**config.mk**
```make
export PLATFORM = sky130hd
export DESIGN_NAME = adcfg_regs
export DESIGN_NICKNAME = d
export VERILOG_FILES = /design/src/adcfg_pkg.sv /design/src/adcfg_regs.sv /design/src/adcfg_power_ctl.sv
export SDC_FILE = /design/constraint.sdc
export NUM_CORES = 1
export LEC_CHECK = 0
export ABC_AREA = 1
export BUFFER_PORTS_ARGS = -buffer_cell sky130_fd_sc_hd__buf_2
export CORE_AREA = 2 2 165 86
export CTS_BUF_LIST = sky130_fd_sc_hd__clkbuf_4 sky130_fd_sc_hd__clkbuf_8 sky130_fd_sc_hd__clkbuf_16
export CTS_CLUSTER_DIAMETER = 200
export DETAILED_ROUTE_END_ITERATION = 7
export DIE_AREA = 0 0 167 88
export PLACE_DENSITY_LB_ADDON = 0.2
export SETUP_SLACK_MARGIN = 0.05
export SLEW_MARGIN = 30
export SYNTH_ARGS = -nofsm -noshare
export SYNTH_HDL_FRONTEND = slang
export SYNTH_SLANG_ARGS = --single-unit
```
**constraint.sdc**
```tcl
create_clock -name ref_clk -period 1.6 [get_ports ref_clk]
set_clock_uncertainty 0.05 [all_clocks]
set_input_delay 0.32 -clock ref_clk [delete_from_list [all_inputs] [get_ports ref_clk]]
set_output_delay 0.32 -clock ref_clk [all_outputs]
set_load 0.01 [all_outputs]
```
**src/adcfg_pkg.sv**
```systemverilog
package adcfg_pkg;

    // Register offsets on the control port
    localparam logic [7:0] ADCFG_OFS_DSP_CFG_B   = 8'h6c;
    localparam logic [7:0] ADCFG_OFS_GAIN_CFG    = 8'h70;
    localparam logic [7:0] ADCFG_OFS_IN_EN       = 8'h73;
    localparam logic [7:0] ADCFG_OFS_SLOT_EN     = 8'h74;
    localparam logic [7:0] ADCFG_OFS_POWER_UP_CONFIG     = 8'h75;
    localparam logic [7:0] ADCFG_OFS_PWR_STATE   = 8'h76;

    // Reset values
    localparam logic [7:0] ADCFG_RST_DSP_CFG_B   = 8'h40;
    localparam logic [7:0] ADCFG_RST_GAIN_CFG    = 8'he7;
    localparam logic [7:0] ADCFG_RST_IN_EN       = 8'hf0;
    localparam logic [7:0] ADCFG_RST_SLOT_EN     = 8'h00;
    localparam logic [7:0] ADCFG_RST_POWER_UP_CONFIG     = 8'h00;

    // Writable bits; everything else is reserved and reads zero
    localparam logic [7:0] ADCFG_MASK_DSP_CFG_B  = 8'hf8;
    localparam logic [7:0] ADCFG_MASK_POWER_UP_CONFIG    = 8'hfc;

    // Field positions, signal processing config
    localparam int ADCFG_POS_GANG      = 7;
    localparam int ADCFG_POS_BIQUAD    = 5;
    localparam int ADCFG_POS_SOFT_DIS  = 4;
    localparam int ADCFG_POS_AUTO_GAIN_SELECT   = 3;
    // Field positions, gain control config
    localparam int ADCFG_POS_TARGET    = 4;
    localparam int ADCFG_POS_CEILING   = 0;
    // Field positions, power config
    localparam int ADCFG_POS_BIAS      = 7;
    localparam int ADCFG_POS_CONV      = 6;
    localparam int ADCFG_POS_SYNTH     = 5;
    localparam int ADCFG_POS_LIVE      = 4;
    localparam int ADCFG_POS_MAXCH     = 2;

    // Gain controller scaling in dB
    localparam logic signed [7:0] ADCFG_TARGET_BASE_DB  = 8'sh fa;
    localparam logic [7:0]        ADCFG_TARGET_STEP_DB  = 8'h02;
    localparam logic [7:0]        ADCFG_CEIL_BASE_DB    = 8'h03;
    localparam logic [7:0]        ADCFG_CEIL_STEP_DB    = 8'h03;
    localparam logic [3:0]        ADCFG_CEIL_LAST_CODE  = 4'hd;

    // Channels that may be analog converters
    localparam int ADCFG_ANALOG_CH = 4;

endpackage

```
**src/adcfg_regs.sv**
```systemverilog
`timescale 1ns/1ps
`default_nettype none

module adcfg_regs
    import adcfg_pkg::*;
#(
    parameter int CH = 8
)(
    input  wire logic            ref_clk,        // Device clock, 40 MHz
    input  wire logic            reset,          // Synchronous, active high
    input  wire logic [7:0]      reg_addr,       // Register offset
    input  wire logic [7:0]      reg_wdata,      // Write data
    input  wire logic            reg_write,      // Write strobe
    input  wire logic            reg_read,       // Read strobe
    output logic      [7:0]      reg_rdata,      // Read data, registered
    input  wire logic [CH*8-1:0] chan_volume,    // Per channel volume codes
    input  wire logic [ADCFG_ANALOG_CH-1:0] mic_digital, // Ch1-4 as PDM
    output logic      [CH*8-1:0] digital_volume, // Applied volume codes
    output logic      [1:0]      biquad_count,   // Biquads per channel
    output logic                 soft_step_en,   // Volume soft stepping
    output logic                 auto_gain_select,   // Gain controller on
    output logic      [3:0]      auto_gain_target,   // Target code
    output logic signed [7:0]    target_db,      // Target level in dB
    output logic      [3:0]      auto_gain_ceiling,  // Ceiling code
    output logic      [7:0]      ceiling_db,     // Ceiling in dB
    output logic                 ceiling_valid,  // Ceiling code legal
    output logic      [CH-1:0]   input_enable,   // Input channel enables
    output logic      [CH-1:0]   slot_data_en,   // Slot carries data
    output logic      [CH-1:0]   slot_oe_n,      // Slot driver enable, low
    output logic                 microphone_bias_on, // Bias generator on
    output logic                 synth_power_on, // PLL powered
    output logic      [1:0]      live_max_chan,  // Live mode channel span
    output logic      [ADCFG_ANALOG_CH-1:0] analog_power, // Analog chans
    output logic      [CH-1:0]   pdm_power,      // Digital mic chans
    output logic      [CH-1:0]   chan_power      // Channel powered
);

    logic [7:0]      dsp_q;
    logic [7:0]      gain_q;
    logic [7:0]      in_en_q;
    logic [7:0]      slot_q;
    logic [7:0]      pwr_q;
    logic [7:0]      rdata_q;
    logic [7:0]      rdata_d;
    logic [CH*8-1:0] vol_q;
    logic [CH-1:0]   state;
    logic            gang;

    // Write decode shared by all configuration registers
    function automatic logic hit(input logic [7:0] a, input logic [7:0] o);
        hit = (a == o);
    endfunction

    // ------------------------------------------------------------
    // Configuration registers
    // ------------------------------------------------------------

    // Signal processing config; reserved low bits never stored
    always_ff @(posedge ref_clk)
    begin
        if (reset)
            dsp_q <= ADCFG_RST_DSP_CFG_B;
        else if (reg_write && hit(reg_addr, ADCFG_OFS_DSP_CFG_B))
            dsp_q <= reg_wdata & ADCFG_MASK_DSP_CFG_B;
    end

    // Gain controller target and ceiling
    always_ff @(posedge ref_clk)
    begin
        if (reset)
            gain_q <= ADCFG_RST_GAIN_CFG;
        else if (reg_write && hit(reg_addr, ADCFG_OFS_GAIN_CFG))
            gain_q <= reg_wdata;
    end

    // Input channel enables
    always_ff @(posedge ref_clk)
    begin
        if (reset)
            in_en_q <= ADCFG_RST_IN_EN;
        else if (reg_write && hit(reg_addr, ADCFG_OFS_IN_EN))
            in_en_q <= reg_wdata;
    end

    // Serial slot enables; nothing drives until software asks
    always_ff @(posedge ref_clk)
    begin
        if (reset)
            slot_q <= ADCFG_RST_SLOT_EN;
        else if (reg_write && hit(reg_addr, ADCFG_OFS_SLOT_EN))
            slot_q <= reg_wdata;
    end

    // Power config; reserved low bits never stored
    always_ff @(posedge ref_clk)
    begin
        if (reset)
            pwr_q <= ADCFG_RST_POWER_UP_CONFIG;
        else if (reg_write && hit(reg_addr, ADCFG_OFS_POWER_UP_CONFIG))
            pwr_q <= reg_wdata & ADCFG_MASK_POWER_UP_CONFIG;
    end

    // ------------------------------------------------------------
    // Read port
    // ------------------------------------------------------------

    // Unmapped offsets read zero; status is a live snapshot
    always_comb
    begin
        rdata_d = 8'h00;
        unique case (reg_addr)
            ADCFG_OFS_DSP_CFG_B: rdata_d = dsp_q;
            ADCFG_OFS_GAIN_CFG:  rdata_d = gain_q;
            ADCFG_OFS_IN_EN:     rdata_d = in_en_q;
            ADCFG_OFS_SLOT_EN:   rdata_d = slot_q;
            ADCFG_OFS_POWER_UP_CONFIG:   rdata_d = pwr_q;
            ADCFG_OFS_PWR_STATE: rdata_d = state;
            default:             rdata_d = 8'h00;
        endcase
    end

    // Read data holds until the next read strobe
    always_ff @(posedge ref_clk)
    begin
        if (reset)
            rdata_q <= 8'h00;
        else if (reg_read)
            rdata_q <= rdata_d;
    end

    assign reg_rdata = rdata_q;

    // ------------------------------------------------------------
    // Signal processing controls
    // ------------------------------------------------------------

    assign gang = dsp_q[ADCFG_POS_GANG];

    // Channel one sits in the top byte; ganging ignores its own enable
    // so a muted-off channel one can still steer the others
    genvar g;
    generate
        for (g = 0; g < CH; g++)
        begin : g_vol
            always_ff @(posedge ref_clk)
            begin
                if (reset)
                    vol_q[g*8 +: 8] <= 8'h00;
                else if (gang)
                    vol_q[g*8 +: 8] <= chan_volume[(CH-1)*8 +: 8];
                else
                    vol_q[g*8 +: 8] <= chan_volume[g*8 +: 8];
            end
        end
    endgenerate

    assign digital_volume   = vol_q;
    assign biquad_count     = dsp_q[ADCFG_POS_BIQUAD +: 2];
    assign soft_step_en     = ~dsp_q[ADCFG_POS_SOFT_DIS];
    assign auto_gain_select = dsp_q[ADCFG_POS_AUTO_GAIN_SELECT];

    // Gain controller levels decoded to dB for the datapath
    assign auto_gain_target  = gain_q[ADCFG_POS_TARGET +: 4];
    assign target_db = ADCFG_TARGET_BASE_DB
        - $signed(8'(auto_gain_target) * ADCFG_TARGET_STEP_DB);
    assign auto_gain_ceiling = gain_q[ADCFG_POS_CEILING +: 4];
    assign ceiling_db = ADCFG_CEIL_BASE_DB
        + 8'(8'(auto_gain_ceiling) * ADCFG_CEIL_STEP_DB);
    assign ceiling_valid = (auto_gain_ceiling <= ADCFG_CEIL_LAST_CODE);

    // ------------------------------------------------------------
    // Enables and power
    // ------------------------------------------------------------

    assign input_enable = in_en_q;
    assign slot_data_en = slot_q;
    assign slot_oe_n    = ~slot_q;

    assign microphone_bias_on = pwr_q[ADCFG_POS_BIAS];
    assign synth_power_on     = pwr_q[ADCFG_POS_SYNTH];
    assign live_max_chan      = pwr_q[ADCFG_POS_MAXCH +: 2];

    // Per channel power follows enables under the converter power bit; while recording they are frozen unless the live bit is set
    adcfg_power_ctl #(
        .CH          (CH)
    ) u_power (
        .ref_clk     (ref_clk),
        .reset       (reset),
        .chan_enable (in_en_q),
        .conv_on     (pwr_q[ADCFG_POS_CONV]),
        .live_en     (pwr_q[ADCFG_POS_LIVE]),
        .power_state (state)
    );

    assign chan_power = state;

    // Upper channels have no analog path, so they are always PDM; the
    // lower four split by the mic_digital strap from the pin mux
    generate
        for (g = 0; g < CH; g++)
        begin : g_split
            if (g >= CH - ADCFG_ANALOG_CH)
            begin : g_dual
                // Channel one is the top bit of both status and strap
                assign analog_power[g-(CH-ADCFG_ANALOG_CH)] =
                    state[g] & ~mic_digital[g-(CH-ADCFG_ANALOG_CH)];
                assign pdm_power[g] =
                    state[g] & mic_digital[g-(CH-ADCFG_ANALOG_CH)];
            end
            else
            begin : g_pdm
                assign pdm_power[g] = state[g];
            end
        end
    endgenerate

endmodule

`default_nettype wire

```
**src/adcfg_power_ctl.sv**
```systemverilog
`timescale 1ns/1ps
`default_nettype none

module adcfg_power_ctl
    import adcfg_pkg::*;
#(
    parameter int CH = 8
)(
    input  wire logic          ref_clk,     // Device clock
    input  wire logic          reset,       // Synchronous, active high
    input  wire logic [CH-1:0] chan_enable, // Input enables, ch1 at msb
    input  wire logic          conv_on,     // Converter power bit
    input  wire logic          live_en,     // Live channel power enable
    output logic      [CH-1:0] power_state  // Channel powered up
);

    logic [CH-1:0] power_q;
    logic [CH-1:0] power_d;
    logic          recording;

    // Any channel powered counts as recording
    assign recording = |power_q;

    // Enables are frozen while recording unless live changes are allowed;
    // power off always wins so the whole group drops together
    always_comb
    begin
        power_d = power_q;
        if (!conv_on)
            power_d = '0;
        else if (live_en || !recording)
            power_d = chan_enable;
    end

    // Channel power state
    always_ff @(posedge ref_clk)
    begin
        if (reset)
            power_q <= '0;
        else
            power_q <= power_d;
    end

    assign power_state = power_q;

endmodule

`default_nettype wire

```
# ---- Word-level counts from Yosys, hierarchy flattened
# Cells that the tools add are included.
dict set report totals {
  out_inout_bits 149
  input_bits 88
  wordCells 57
  ff_bits 115
}
dict set report classes {
  n_mux 8
  eq_ne 6
  addsub 2
  order_cmp 1
  bitwise_logic 15
  n_reduce_logical 9
  n_mul 1
}
# cell n
set ops {}
lappend ops {{$mux W8} 7}
lappend ops {{$eq A8 B7 Y1 const B} 6}
lappend ops {{$pmux W8 S6} 1}
lappend ops {{$and A1 B1 Y1} 8}
lappend ops {{$not A8 Y8} 1}
lappend ops {{$reduce_or A8 Y1} 1}
lappend ops {{$add A2 B6 Y7 const A} 1}
lappend ops {{$sub A4 B6 Y7 const A} 1}
lappend ops {{$mul A4 B2 Y6 const B} 1}
lappend ops {{$not A1 Y1} 6}
lappend ops {{$logic_and A1 B1 Y1} 5}
lappend ops {{$le A4 B4 Y1 const B} 1}
lappend ops {{$reduce_or A2 Y1} 1}
lappend ops {{$logic_not A1 Y1} 1}
lappend ops {{$logic_or A1 B1 Y1} 1}

# ---- Logic depth before layout (Yosys ltp)
dict set report logic_depth {
  depth_word 3
  ltp_mapped 8
}

# ---- Modules after synthesis
# From an unflattened synthesis, not the netlist that was laid out.
dict set report unflattened {
  cells_unflattened 612
  area_unflattened_um2 4717.0
}
# mod seq_area_each_um2 cells_each area_per_inst_um2 instances
set modules_own_cells {}
lappend modules_own_cells {adcfg_regs 2142.1 548 4331.7 1}
lappend modules_own_cells {adcfg_power_ctl 160.2 64 385.4 1}

# ---- Worst setup path after synthesis
# OpenSTA, ideal clock, no wires.
dict set report synth_timing {
  kind {register -> output}
  from {reg gain_q[2]}
  to {out ceiling_db[4]}
  stages_incl_launch_ff 8
  slack_ps -337
  arrival_time_ps 1567
  cell_sequence {dfxtp_1 inv_1 ha_1 inv_1 ha_1 a21oi_1 nand2_1 xor2_1}
}
dict set report synth_via {
  elab_chain_cells 2
}
# element line_no
set synth_rtl {}
lappend synth_rtl {{start, declared} adcfg_regs.sv:39} ;# logic [7:0] gain_q;
lappend synth_rtl {{start signal, assigned} adcfg_regs.sv:73} ;# gain_q <= reg_wdata;
lappend synth_rtl {{$mul A4 B2 Y6} adcfg_regs.sv:168} ;# + 8'(8'(auto_gain_ceiling) * ADCFG_CEIL_STEP_DB);
lappend synth_rtl {{$add A2 B6 Y7} adcfg_regs.sv:168}
lappend synth_rtl {{end, declared} adcfg_regs.sv:25} ;# output logic [7:0] ceiling_db,
# Every way passes these cells.

# ---- Worst setup path after layout
# Same ends and word-level chain as after synthesis.

==> flow_summary_export.csv <==
group,metric,value,unit
status,status,"complete, but fails checks",
status,violations,"setup timing",
grt,antenna_found_initial,0,
die,rows,30,
placed_design,placed_cell_area,6090,um^2
finish,nFillCells,1286,
route,drtAntennaViolNets,0,
route,vias,4957,
worst_hold_path,hp-class,"primary input to flip-flop",
route,wl,16900,um
route,first_pass_iters,5,
die,start_util,34.3,%
clocking,numCtsBuffers,17,
finish,diodes,0,
finish,design_area,6870,um^2
yosys,ys_seq_area_share,50.6,%
timing,slew_viol_final,0,
placed_design,dp_hpwl,13000,um
timing,max_freq,0.454,GHz
critical_path,cp-end-kind,"output pin",
yosys,ys_ff_latch,115,
timing,min_period_over_period,138,%
yosys,yosysWarnings,0,
critical_path,regToRegSetupSlack,330,ps
placed_design,gp_congestion,0.905,
timing,tightest_slew,544,ps
route,vias_per_cell,4.82,
power_and_ir_drop,powerDensity,1030,nW/um^2
yosys,syn_inst,578,
timing,setup_violations,6,
grt,grt_max_degree,65,
critical_path,critPathLaunchType,"flip-flop",
clocking,clock_path_buffers,2,
finish,fin_util,51.9,%
power_and_ir_drop,p_leak,3.47,nW
critical_path,worstSetupPathType,"flip-flop to output pin",
grt,grt_pass1_vias,4616,
finish,final_common_cell,"buf_2",
finish,drive_above_1_share,41.5,%
route,drt_iter0_drc,374,
power_and_ir_drop,total_power,0.00706,W
clocking,clock_latency,390,ps
clocking,h-tree-depth,4,
yosys,synth_cell_types,30,
clocking,cts.sinks,115,
timing,finalWorstSetupSlack,-603,ps
yosys,synth_area_per_cell,7.87,um^2
critical_path,r2r.worst_path.cells,4,
die,io_pins,237,
die,dieArea,14700,um^2
die,fp.dieH,88,um
clocking,clkSlewWorstSetupHoldPaths,60,ps
critical_path,worstPathRequired,1230,ps
timing,rsz0062_at_grt,"true",
worst_hold_path,hold_path_depth,3,
die,die_w,167,um
die,core_area,13300,um^2
grt,grt_first_pass_wirelength,25300,um
timing,setup_tns,-2770,ps
timing,hold_viol_final,0,
yosys,syn-cell-area,4550,um^2
flow_run,max_cap_viol_count,0,
grt,globalRouteOverflowTotal,0,
critical_path,arrival,1830,ps
route,post_drt_wl_per_cell,16.5,um
clocking,cts-hold-fix-buffers,0,
clocking,tritoncts,"done",
finish,fin_nets,938,
finish,layout_common_cells,"buf_2, dfxtp_1, nand2_1, a21oi_1, inv_1",
finish,syn_to_final_growth,51.1,%
placed_design,portBuffers,231,
timing,period_needed,2200,ps
timing,slew_headroom,63.7,%
route,drc_errors,0,
power_and_ir_drop,ir_drop,628,uV
grt,grt_usage,22.7,%
clocking,cts_root_buf,"clkbuf_16",
placed_design,post-place-ws,-218,ps
critical_path,critPathMaxFanout,4,
repair_timing:
action | 4_1_cts | 5_1_grt
pin swaps | 6 | 3
setup endpoints to repair | 9 | 13
gates resized for setup | 30 | 10
buffers inserted | 5 | 1
cloned | 0 | 0
power by group:
group	total (W)	internal, W	switching [W]
clock network	0.00353	0.00219	0.00135
logic	0.000543	0.000236	0.000307
registers	0.00298	0.00296	0.0000249
total	0.00706	0.00538	0.00168
worst paths after layout:
path                              to             from
hold / removal    digital_volume[63]  chan_volume[63]
setup / recovery       ceiling_db[4]        gain_q[2]
setup reg to reg  digital_volume[19]         dsp_q[7]
hold reg to reg         reg_rdata[0]     reg_rdata[0]
through the flow:
stage / hold WS (ps) / std cells
finish: 91.2 / 1028
global route: 85.8 / 1028
CTS: 75.1 / 1027
detailed placement: 401 / 991
global placement: 395 / 991
floorplan: 377 / 581
worst max-delay path, stage by stage (launching register included):
cell,delay (ps)
dfxtp_4,370
inv_4,40
ha_4,250
inv_2,30
ha_4,230
a21oi_2,120
nand2_1,90
xor2_2,170
buf_2,130
flip-flops by register name (all words and copies together) (netlist names):
signal and cells:
input_enable 8, pwr_q 6, digital_volume 64, reg_rdata 8, dsp_q 5, slot_data_en 8
u_power.power_state 8, gain_q 8
synthesized netlist by cell type:
cell type  instances  area [um^2]
nor2_2             2         12.5
inv_2              4         15.0
o21bai_1           1         7.51
nor3_1             4         20.0
nand4_1            1         6.26
a21oi_1           94          470
ha_1              10          125
nor4_1             2         12.5
o21ai_0           43          215
o211ai_1           4         30.0
buf_4             14          105
inv_1             56          210
xnor2_1            2         17.5
nand3_1           28          140
conb_1             2         7.51
nand2_1          102          383
or3b_2             1         8.76
nand2_2            4         25.0
buf_1              3         11.3
nor2_1            44          165
nor2_4             1         11.3
nor2_8             1         20.0
dfxtp_1          115         2300
o21ai_1           11         55.1
buf_6              1         11.3
buf_2              6         30.0
xor2_1             3         26.3
clkbuf_1          11         41.3
o22ai_1            5         31.3
nand3_2            3         30.0
cell families after synthesis:
logic type,Yosys count,synth area share [%]
flops,115,50.6
other cells,2,0.165
xor+xnor,5,0.963
compound gates,158,17.8
buf+inv,95,9.33
simple gates,193,18.4
fa+ha+maj,10,2.75
layout make-up:
cell class | instances | area, um^2 | share of cell area [%]
Clock buffer | 19 | 447 | 6.50
Clock inverter | 12 | 109 | 1.58
Inverter | 60 | 230 | 3.35
Multi-Input combinational cell | 371 | 1970 | 28.7
Sequential cell | 115 | 2320 | 33.8
Tap cell | 176 | 220 | 3.21
Timing Repair Buffer | 275 | 1570 | 22.8
routing by layer:
layer | global-route usage (%) | part of all wire, % | vias up
met5 | 0 | 0 | -
met4 | 5.25 | 0.59 | 0
met3 | 9.17 | 12 | 11
met2 | 31.1 | 39 | 269
met1 | 32.8 | 48 | 2281
li1 | - | - | 2396
(Power assumes the default switching activity.)
